==> src/shared/adcsq_defines.vh <==
`ifndef ADCSQ_DEFINES_VH
`define ADCSQ_DEFINES_VH

// Register word addresses (word index, used as is on avsAddress)
`define ADCSQ_ADDR_W         4
`define ADCSQ_REG_LEN        4'h0
`define ADCSQ_REG_START      4'h1
`define ADCSQ_REG_STATUS     4'h2
`define ADCSQ_REG_FLAGS      4'h3
`define ADCSQ_REG_IRQ_STAT   4'h4
`define ADCSQ_REG_IRQ_MASK   4'h5
`define ADCSQ_REG_MODE       4'h6

// Field positions
`define ADCSQ_LEN_LSB        0
`define ADCSQ_LEN_MSB        3
`define ADCSQ_CHAN_LSB       0
`define ADCSQ_CHAN_MSB       3
`define ADCSQ_CHAN_TOP       3
`define ADCSQ_STAT_CNT_LSB   0
`define ADCSQ_STAT_CNT_MSB   3
`define ADCSQ_STAT_CHAN_LSB  4
`define ADCSQ_STAT_CHAN_MSB  7
`define ADCSQ_STAT_BUSY      8
`define ADCSQ_MODE_NARROW    0
`define ADCSQ_MODE_HIGH      1

// Interrupt status bits
`define ADCSQ_IRQ_CONV       0
`define ADCSQ_IRQ_SEQ        1

// Sequence length codes and counts
`define ADCSQ_LEN_ZERO       4'h0
`define ADCSQ_COUNT_FULL     5'h10
`define ADCSQ_COUNT_NARROW   5'h08
`define ADCSQ_NARROW_OFFSET  4'h8
`define ADCSQ_NARROW_HALF    5'h08

// Reset values
`define ADCSQ_LEN_RST        4'h0
`define ADCSQ_CHAN_RST       4'h0
`define ADCSQ_MODE_RST       2'h0

// Conversion time in cycles of the 250 MHz clock
`define ADCSQ_CONV_CYCLES    8

`endif

==> src/core/adcsq_chan_step.v <==
`timescale 1ns/10ps
`include "adcsq_defines.vh"

module adcsq_chan_step (
    narrowMode,
    highHalf,
    chanIn,
    chanOut
);
    input  wire       narrowMode;
    input  wire       highHalf;
    input  wire [3:0] chanIn;
    output wire [3:0] chanOut;

    wire [3:0] wideNext;
    wire [2:0] lowNext;

    assign wideNext = chanIn + 4'h1;
    assign lowNext  = chanIn[2:0] + 3'h1;

    // Wide wraps 15 to 0; narrow stays inside its bank of eight
    assign chanOut = narrowMode ? {highHalf, lowNext} : wideNext;
endmodule // adcsq_chan_step

==> src/core/adcsq_seq_ctrl.v <==
`timescale 1ns/10ps
`include "adcsq_defines.vh"

// Notes on behaviour
// - Wide length code zero means sixteen, else n
// - Wide four-bit select picks input n of 16
// - Wide select is first channel of sequence
// - Narrow first converter maps n to n
// - Narrow second converter maps n to n+8
// - Four-bit counter tracks up to sixteen
// - Narrow mode uses the same four-bit counter, eight max
// - Counter top bit reads zero, length eight or less
// - Narrow length: zero or top bit gives eight
// - Flag set per position, cleared on start
module adcsq_seq_ctrl #(
    parameter CONV_CYCLES = `ADCSQ_CONV_CYCLES
) (
    clk,
    rst_b,
    avsAddress,
    avsRead,
    avsWrite,
    avsWriteData,
    avsReadData,
    avsWaitRequest,
    convDone,
    convStart,
    convChannel,
    seqBusy,
    irq
);
    input  wire        clk;
    input  wire        rst_b;
    input  wire [3:0]  avsAddress;
    input  wire        avsRead;
    input  wire        avsWrite;
    input  wire [31:0] avsWriteData;
    output reg  [31:0] avsReadData;
    output wire        avsWaitRequest;
    input  wire        convDone;
    output reg         convStart;
    output reg  [3:0]  convChannel;
    output wire        seqBusy;
    output wire        irq;

    // ------------------------------------------------------------
    // Functions
    // ------------------------------------------------------------
    // Conversions per sequence from length code
    function [4:0] seqCount;
        input [3:0] code;
        input       narrow;
        begin
            if (narrow) begin
                if (code == `ADCSQ_LEN_ZERO || code[3]) begin
                    seqCount = `ADCSQ_COUNT_NARROW;
                end else begin
                    seqCount = {2'h0, code[2:0]};
                end
            end else if (code == `ADCSQ_LEN_ZERO) begin
                seqCount = `ADCSQ_COUNT_FULL;
            end else begin
                seqCount = {1'b0, code};
            end
        end
    endfunction

    // Physical input for a select value
    function [3:0] mapChan;
        input [3:0] sel;
        input       narrow;
        input       high;
        begin
            if (!narrow) begin
                mapChan = sel;
            end else if (high) begin
                mapChan = {1'b0, sel[2:0]} + `ADCSQ_NARROW_OFFSET;
            end else begin
                mapChan = {1'b0, sel[2:0]};
            end
        end
    endfunction

    // ------------------------------------------------------------
    // State
    // ------------------------------------------------------------
    localparam ST_IDLE = 2'h0;
    localparam ST_CONV = 2'h1;
    localparam ST_WAIT = 2'h2;

    reg  [1:0]  state_reg;
    reg  [1:0]  state_next;
    reg  [3:0]  lenCode_reg;
    reg  [1:0]  mode_reg;
    reg  [3:0]  startChan_reg;
    reg  [3:0]  counter_reg;
    reg  [3:0]  counter_next;
    reg  [4:0]  total_reg;
    reg  [15:0] doneFlags_reg;
    reg  [1:0]  irqStat_reg;
    reg  [1:0]  irqMask_reg;
    reg  [7:0]  timer_reg;
    reg  [3:0]  chan_next;
    reg         convStart_next;
    reg         d1, d2, d3;
    reg         rdPend_reg;

    wire        narrow;
    wire        high;
    wire        wrStart;
    wire        rdIrq;
    wire        convEnd;
    wire        lastConv;
    wire [3:0]  stepChan;
    wire [3:0]  shownCount;

    assign narrow   = mode_reg[`ADCSQ_MODE_NARROW];
    assign high     = mode_reg[`ADCSQ_MODE_HIGH];
    assign wrStart  = avsWrite && avsAddress == `ADCSQ_REG_START;
    // Read clear only in the first, waiting cycle, so an event in
    // the accepting cycle is kept for the next read
    assign rdIrq    = avsWaitRequest && avsAddress == `ADCSQ_REG_IRQ_STAT;
    // One wait state per read lets read data come from flip-flops
    assign avsWaitRequest = avsRead && !rdPend_reg;
    assign seqBusy  = state_reg != ST_IDLE;
    assign irq      = |(irqStat_reg & irqMask_reg);

    // ------------------------------------------------------------
    // Done input synchroniser
    // ------------------------------------------------------------
    // Pin may come from analog timing outside this clock
    always @(posedge clk or negedge rst_b) begin
        if (!rst_b) begin
            d1 <= 1'b0;
            d2 <= 1'b0;
            d3 <= 1'b0;
        end else begin
            d1 <= convDone;
            d2 <= d1;
            d3 <= d2;
        end
    end

    // Rising edge once second and third stages agree high
    reg doneSeen_reg;
    always @(posedge clk or negedge rst_b) begin
        if (!rst_b) begin
            doneSeen_reg <= 1'b0;
        end else if (d2 == d3) begin
            doneSeen_reg <= d3;
        end
    end

    // Either external done or internal timer ends a conversion
    assign convEnd  = state_reg == ST_WAIT &&
                      ((d2 && d3 && !doneSeen_reg) ||
                       timer_reg == CONV_CYCLES[7:0]);
    assign lastConv = {1'b0, counter_reg} + 5'h01 == total_reg;

    adcsq_chan_step adcsq_chan_step_i (
        .narrowMode (narrow),
        .highHalf   (high),
        .chanIn     (convChannel),
        .chanOut    (stepChan)
    );

    // ------------------------------------------------------------
    // Sequencer
    // ------------------------------------------------------------
    always @* begin
        state_next     = state_reg;
        counter_next   = counter_reg;
        chan_next      = convChannel;
        convStart_next = 1'b0;
        case (state_reg)
            ST_IDLE: begin
            end
            ST_CONV: begin
                convStart_next = 1'b1;
                state_next     = ST_WAIT;
            end
            ST_WAIT: begin
                if (convEnd) begin
                    if (lastConv) begin
                        state_next = ST_IDLE;
                    end else begin
                        counter_next = counter_reg + 4'h1;
                        chan_next    = stepChan;
                        state_next   = ST_CONV;
                    end
                end
            end
            default: begin
                state_next = ST_IDLE;
            end
        endcase
        // Start write restarts from the selected first channel
        if (wrStart) begin
            counter_next = 4'h0;
            chan_next    = mapChan(avsWriteData[`ADCSQ_CHAN_MSB:
                                   `ADCSQ_CHAN_LSB], narrow, high);
            state_next   = ST_CONV;
        end
    end

    always @(posedge clk or negedge rst_b) begin
        if (!rst_b) begin
            state_reg   <= ST_IDLE;
            counter_reg <= 4'h0;
            convChannel <= `ADCSQ_CHAN_RST;
            convStart   <= 1'b0;
            timer_reg   <= 8'h00;
        end else begin
            state_reg   <= state_next;
            counter_reg <= counter_next;
            convChannel <= chan_next;
            convStart   <= convStart_next;
            if (state_reg == ST_WAIT && !wrStart) begin
                timer_reg <= timer_reg + 8'h01;
            end else begin
                timer_reg <= 8'h00;
            end
        end
    end

    // ------------------------------------------------------------
    // Registers and flags
    // ------------------------------------------------------------
    always @(posedge clk or negedge rst_b) begin
        if (!rst_b) begin
            lenCode_reg   <= `ADCSQ_LEN_RST;
            mode_reg      <= `ADCSQ_MODE_RST;
            startChan_reg <= `ADCSQ_CHAN_RST;
            total_reg     <= `ADCSQ_COUNT_FULL;
            doneFlags_reg <= 16'h0000;
            irqStat_reg   <= 2'h0;
            irqMask_reg   <= 2'h0;
        end else begin
            if (avsWrite && avsAddress == `ADCSQ_REG_LEN) begin
                lenCode_reg <= avsWriteData[`ADCSQ_LEN_MSB:`ADCSQ_LEN_LSB];
            end
            if (avsWrite && avsAddress == `ADCSQ_REG_MODE) begin
                mode_reg <= avsWriteData[1:0];
            end
            if (avsWrite && avsAddress == `ADCSQ_REG_IRQ_MASK) begin
                irqMask_reg <= avsWriteData[1:0];
            end
            if (wrStart) begin
                startChan_reg <= avsWriteData[`ADCSQ_CHAN_MSB:
                                              `ADCSQ_CHAN_LSB];
                total_reg     <= seqCount(lenCode_reg, narrow);
                doneFlags_reg <= 16'h0000;
            end else if (convEnd) begin
                doneFlags_reg[counter_reg] <= 1'b1;
            end
            // Set wins over read clear
            irqStat_reg[`ADCSQ_IRQ_CONV] <= convEnd ||
                (irqStat_reg[`ADCSQ_IRQ_CONV] && !rdIrq);
            irqStat_reg[`ADCSQ_IRQ_SEQ] <= (convEnd && lastConv) ||
                (irqStat_reg[`ADCSQ_IRQ_SEQ] && !rdIrq);
        end
    end

    // Top counter bit hidden for eight or fewer, also in narrow mode
    assign shownCount = (total_reg <= `ADCSQ_NARROW_HALF) ?
                        {1'b0, counter_reg[2:0]} : counter_reg;

    // ------------------------------------------------------------
    // Read mux
    // ------------------------------------------------------------
    // Captured in the waiting cycle, stands at the accepting edge;
    // unmapped reads return zero
    always @(posedge clk or negedge rst_b) begin
        if (!rst_b) begin
            rdPend_reg  <= 1'b0;
            avsReadData <= 32'h00000000;
        end else begin
            rdPend_reg  <= avsWaitRequest;
            avsReadData <= 32'h00000000;
            if (avsWaitRequest) begin
                case (avsAddress)
                    `ADCSQ_REG_LEN:
                        avsReadData <= {28'h0, lenCode_reg};
                    `ADCSQ_REG_START:
                        avsReadData <= {28'h0, startChan_reg};
                    `ADCSQ_REG_STATUS:
                        avsReadData <= {23'h0, seqBusy, convChannel,
                                        shownCount};
                    `ADCSQ_REG_FLAGS:
                        avsReadData <= {16'h0, doneFlags_reg};
                    `ADCSQ_REG_IRQ_STAT:
                        avsReadData <= {30'h0, irqStat_reg};
                    `ADCSQ_REG_IRQ_MASK:
                        avsReadData <= {30'h0, irqMask_reg};
                    `ADCSQ_REG_MODE:
                        avsReadData <= {30'h0, mode_reg};
                    default:
                        avsReadData <= 32'h00000000;
                endcase
            end
        end
    end
endmodule // adcsq_seq_ctrl

==> config.mk <==
export PLATFORM = sky130hd
export DESIGN_NAME = adcsq_seq_ctrl
export DESIGN_NICKNAME = d
export VERILOG_FILES = /design/src/core/adcsq_chan_step.v /design/src/core/adcsq_seq_ctrl.v
export VERILOG_INCLUDE_DIRS = /design/src /design/src/shared
export SDC_FILE = /design/constraint.sdc
export NUM_CORES = 1
export LEC_CHECK = 0
export ABC_AREA = 1
export ABC_CLOCK_PERIOD_IN_PS = 2200
export BUFFER_PORTS_ARGS = -buffer_cell sky130_fd_sc_hd__buf_4
export CELL_PAD_IN_SITES_DETAIL_PLACEMENT = 1
export CELL_PAD_IN_SITES_GLOBAL_PLACEMENT = 2
export CORE_ASPECT_RATIO = 1.25
export CORE_MARGIN = 2
export CORE_UTILIZATION = 32
export DETAILED_ROUTE_END_ITERATION = 8
export PLACE_DENSITY = 0.76
export SYNTH_ARGS = -nofsm -noshare
export SYNTH_HDL_FRONTEND = slang
export SYNTH_SLANG_ARGS = --single-unit
==> constraint.sdc <==
create_clock -name clk -period 2.2 [get_ports clk]
set_clock_uncertainty 0.15 [all_clocks]
set_input_delay 0.44 -clock clk [delete_from_list [all_inputs] [get_ports clk]]
set_output_delay 0.44 -clock clk [all_outputs]
set_load 0.05 [all_outputs]
# == After elaboration in Yosys (flattened, before gate mapping) ==
# Cells that the tools add are included.
# W data, S select, Z words.
# totals
output_inout_bits,40
word_cells,101
ff_bits,91
input_bits,41
# classes
n_reduce_logical,31
addsub,6
eq_ne,14
n_bitwise,2
n_lt_le_gt_ge,3
muxes,27
# ops
cell,count
$pmux W16 S7,1
$mux W4,13
$mux W16,2
$mux W32,1
$or A16 B16 Y16,1
$logic_and A1 B1 Y1,14
$eq A4 B3 Y1 const B,3
$mux W5,2
$add A4 B1 Y4 const B,2
$add A8 B1 Y8 const B,1
$eq A4 B2 Y1 const B,2
$eq A8 B4 Y1 const B,1
$logic_not A4 Y1,2
$mux W8,1
$pmux W2 S3,1
$reduce_bool A2 Y1,3
$add A4 B1 Y5 const B,1
$eq A5 B5 Y1,1
$le A5 B4 Y1 const B,1
$lt A4 B5 Y1 const B,1
$add A3 B4 Y4 const B,1
$demux W1 S4,1
$eq A4 B1 Y1 const B,1
$ge A4 B1 Y1 const B,1
other kinds (15),25

# == Logic depth before layout (Yosys ltp) ==
# logic_depth
ltp_word,7
mapped_depth,11
depth_no_buf,11

# == Hierarchy ==
# Synthesis repeated with hierarchy kept, for this count alone.
# hier_totals
hier_cells,445
hier_area_um2,3707.3
# modules_own_cells
module,seq_area_each_um2,area_each_um2,instances,cells_per_inst
adcsq_seq_ctrl,1878.1,3647.2,1,434
adcsq_chan_step,0.0,60.1,1,11

# == Least setup slack after synthesis ==
# No wires, ideal clock.
# synth_path
path_type,input to register
start,input port avsRead
end,register avsReadData[3]
path_stages,5
setup_ps,88
arrival_ps,1855
n_path_buf,1
slack_ps,107
t_required_ps,1962
cell_sequence,inv_1 > nor2_1 > inv_1 > clkbuf_1 > a41oi_1
# synth_between
elab_chain_len,2
# synth_rtl
item,line,rtl
"start, declared",adcsq_seq_ctrl.v:35,input wire avsRead;
$logic_and A1 B1 Y1,adcsq_seq_ctrl.v:124,assign avsWaitRequest = avsRead && !rdPend_reg;
named net avsWaitRequest,adcsq_seq_ctrl.v:39,output wire avsWaitRequest;
$mux W32,adcsq_seq_ctrl.v:280,if (avsWaitRequest) begin
"end signal, assigned",adcsq_seq_ctrl.v:283,"avsReadData <= {28'h0, lenCode_reg};"
"end signal, assigned",adcsq_seq_ctrl.v:285,"avsReadData <= {28'h0, startChan_reg};"
"end signal, assigned",adcsq_seq_ctrl.v:287,"avsReadData <= {23'h0, seqBusy, convChannel,"
"end, declared",adcsq_seq_ctrl.v:38,output reg [31:0] avsReadData;
# The timed path passes the listed nets, and every way through them passes these cells.
# A chain may end at the register's enable or synchronous reset.

# == Final worst setup path ==
# layout_path
start,register counter_reg[1]
end,register convChannel[0]
# layout_between
elab_chain_len,4
# layout_rtl
item,line,rtl
"start, declared",adcsq_seq_ctrl.v:96,reg [3:0] counter_reg;
"start signal, assigned",adcsq_seq_ctrl.v:215,counter_reg <= counter_next;
$add A4 B1 Y5,adcsq_seq_ctrl.v:158,"assign lastConv = {1'b0, counter_reg} + 5'h01 == total_reg;"
$eq A5 B5 Y1,adcsq_seq_ctrl.v:158,
$ne A2 B2 Y1 (no line),--,
$reduce_and A3 Y1 (no line),--,
"end signal, assigned",adcsq_seq_ctrl.v:210,convChannel <= `ADCSQ_CHAN_RST;
"end signal, assigned",adcsq_seq_ctrl.v:216,convChannel <= chan_next;
"end, declared",adcsq_seq_ctrl.v:42,output reg [3:0] convChannel;
# No other way between the ends.

==> flow_metrics.env <==
export IMPL_avgRoutedWirePerCell_microns=15.6
export IMPL_dp_slack_ns=0.0722
export IMPL_top_cell_by_count_worst_path="nand2_1"
export IMPL_holdPathStages=1
export IMPL_max_cap_violations=0
export IMPL_reg2regPathDepth=12
export IMPL_final_min_clock_period_ns=2.01
export IMPL_total_of_flip_flops_plus_latches_after_synthesis=75
export IMPL_core_area_sq_um=11500
export IMPL_power_share_clock_pct=36.5
export IMPL_critical_path_peak_fanout=10
export IMPL_synth_top_cells_by_area="dfrtp_1 50%, nand2_1 8.9%, inv_1 5.6%"
export IMPL_startpoint_type="flip-flop"
export IMPL_drt_pass1_iter_count=4
export IMPL_clock_sink_count=75
export IMPL_cts_buffer_depth=2
export IMPL_worstSkewPairLatency_ns=0.34
export IMPL_syn_to_final_growth_pct=21.7
export IMPL_globalplace_congestion=0.803
export IMPL_slew_viol_final=0
export IMPL_io_buffer_count=36
export IMPL_timing_critical_path_required_ns=2.28
export IMPL_unrepaired_setup_endpoints_after_global_routing="no"
export IMPL_sequentialPowerShare_pct=38.2
export IMPL_vias=3019
export IMPL_clkSlewWorstSetupHoldPaths_ns=0.06
export IMPL_post_synth_instance_area_sq_um=3730
export IMPL_portion_of_the_clock_cycle_consumed_by_the_worst_path_in_the_final_layout_pct=91.4
export IMPL_ant_nets=0
export IMPL_timing_critical_path_buf_inv=3
export IMPL_final_setup_viol_count=0
export IMPL_synth_edff_count=0
export IMPL_most_area_hungry_cell_type_in_the_yosys_netlist="dfrtp_1"
export IMPL_critical_path_top_delay_family="simple AND/OR/NAND/NOR gates"
export IMPL_die_width_microns=101
export IMPL_final_setup_tns_ns=0
export IMPL_grt_max_degree=45
export IMPL_synth_top_area_share_pct=49.7
export IMPL_nNetsFinal=536
export IMPL_number_of_cell_rows=44
export IMPL_cts_buffers=9
export IMPL_proportion_of_layout_cells_with_a_drive_suffix_above_1_pct=18.0
export IMPL_route_final_wire_length_microns=9760
export IMPL_path_depth=12
export IMPL_io_pins=81
export IMPL_first_global_vias=3184
export IMPL_initial_antenna_violation_count=0
export IMPL_worst_ir_drop_on_vdd_mv=0.424
export IMPL_run_status="completed"
export IMPL_postSynthCellCount=433
export IMPL_critical_path_slowest_cell="dfrtp_2"
export IMPL_synth_sequential_area_ratio_pct=50.4
export IMPL_grt_total_usage_pct=16.7
export IMPL_worstPathCellList="inv_1 > ha_1 > inv_1 > nand2_1 > nand2_1 > nor2_1 > nand3_2 > o21ai_4 > buf_12 > nand2_4 > nand2_1 > nand2_1"
export IMPL_worst_ep_arrival_time_ns=2.09
export IMPL_route_detailed_drc=0
export IMPL_most_frequent_cells_after_synthesis="88 x nand2_1, 74 x dfrtp_1, 56 x inv_1, 38 x nand3_1, 31 x nor2_1"
export IMPL_htreeDepth=3
export IMPL_yosys_warnings=0
export IMPL_r2r_slack_ns=0.19
export IMPL_grt_first_pass_wirelength_microns=16000
export IMPL_path_class_of_the_lowest_slack_min_delay_path="in -> reg"
export IMPL_drt_iter0_markers=88
export IMPL_postLayoutCoreUtil_pct=39.4
export IMPL_start_util_pct=32.4
export IMPL_synth_most_common_cell="nand2_1"
export IMPL_p_leak_nw=2.21
export IMPL_internal_power_mw=3.18
export IMPL_dominantRegCellSynth="dfrtp_1"
export IMPL_floorplan_die_height_microns=125
export IMPL_critPathMaxStageDelay_ns=0.43
export IMPL_slew_headroom_pct=59.9
export IMPL_worstSetupEndpointType="flip-flop"
export IMPL_viasPerCell=4.82
export IMPL_net_switching_share_of_the_total_power_pct=33.6
export IMPL_cts_tree="yes"
export IMPL_switchingPower_mw=1.61
export IMPL_maximum_operating_frequency_mhz=497
export IMPL_async_reset_ff_share_pct=100
export IMPL_grt_ovfl_total=0
export IMPL_report_final_hold_viol_count=0
export IMPL_max_slew_worst_pin_slew_ns=0.602
export IMPL_share_comb_of_total_power_pct=25.3
export IMPL_fp_dieArea_sq_um=12500
export IMPL_hpwl_microns=7220
export IMPL_power_density_nw_per_um2=1050
export IMPL_postSynthAreaPerCell_sq_um=8.61
export IMPL_timing_worst_setup_path_type="reg -> reg"
export IMPL_cts_root_buffer_cell="clkbuf_16"
export IMPL_worst_slack_ns=0.189
export IMPL_antenna_cells_inserted=0
export IMPL_synthDistinctLibCells=36
==> logic make-up after synthesis <==
group	share of synthesized area, %
simple gates	24.2
buf+inv	11.3
flops	50.4
compound gates	9.06
fa+ha+maj	3.69
xor+xnor	0.940
other cells	0.101
mux	0.302
==> repair_timing <==
item	4_1_cts	5_1_grt
setup endpoints to repair	0	9
hold buffers	1	0
setup buffers	0	1
gates resized for setup	0	1
hold endpoints to repair	30	0
==> power by group through the flow <==
stage / Clock [mW] / Sequential (mW) / Combinational [mW]
final: 1.75 / 1.83 / 1.21
after global routing: 1.84 / 1.87 / 1.35
after CTS: 1.78 / 1.83 / 1.23
after detailed placement: 0 / 1.85 / 1.22
after global placement: 0 / 1.85 / 1.19
after floorplan: 0 / 1.96 / 0.696
==> cell type report <==
class	instances	area, sq um
inverters	64	240
well taps	138	173
flip-flops and latches	75	1880
clock buffers	11	253
clock inverters	4	97.6
multi-input cells	283	1490
fillers	1352	6970
repair buffers	51	410
==> final timing paths <==
path	startpoint	endpoint
max in group asynchronous	rst_b	avsReadData[2]
worst max register to register	counter_reg[1]	convChannel[0]
worst min register to register	d1	d2
worst min-delay path	convDone	d1
worst max-delay path	counter_reg[1]	convChannel[0]
min in group asynchronous	rst_b	timer_reg[2]
==> stage by stage <==
stage,power (mW),hold slack (ns),cells,instance area [sq um]
final,4.79,0.0563,626,4540
after floorplan,2.65,-0.00559,448,3780
after global placement,3.04,0.198,609,4160
after detailed placement,3.08,0.188,609,4160
after CTS,4.85,0.0461,625,4520
after global routing,5.06,0.0519,626,4540
==> cell usage in the layout (no fill, tap or decap), drive strengths merged, types with 2 or more instances in the layout <==
master and n:
buf 50, nand3 40, xnor2 2, a21oi 24
inv 64, o21ai 26, ha 11, clkbuf 11
nand2 89, nand4 14, dfrtp 74, nor2 35
o22ai 5, bufinv 3, nor3b 3, nor3 8
nor4 2, xor2 2, conb 16
==> per-layer routing <==
| metal | global-route usage, % | wire length [microns] | vias up |
|---|---|---|---|
| met2 | 29.3 | 5030 | 43 |
| met4 | 7.41 | 204 | 0 |
| met5 | 0 | 0 | - |
| li1 | - | - | 1465 |
| met1 | 19.9 | 4290 | 1496 |
| met3 | 2.64 | 238 | 15 |
==> worst reg2reg max path, cell delays in order, from the launching register on <==
cell     delay (ns)
dfrtp_2        0.43
inv_1          0.08
ha_1           0.33
inv_1          0.05
nand2_1        0.05
nand2_1        0.05
nor2_1         0.13
nand3_2        0.12
o21ai_4        0.18
buf_12         0.15
nand2_4        0.06
nand2_1        0.07
nand2_1        0.05
Note: power is estimated with default switching activity, not from simulation.
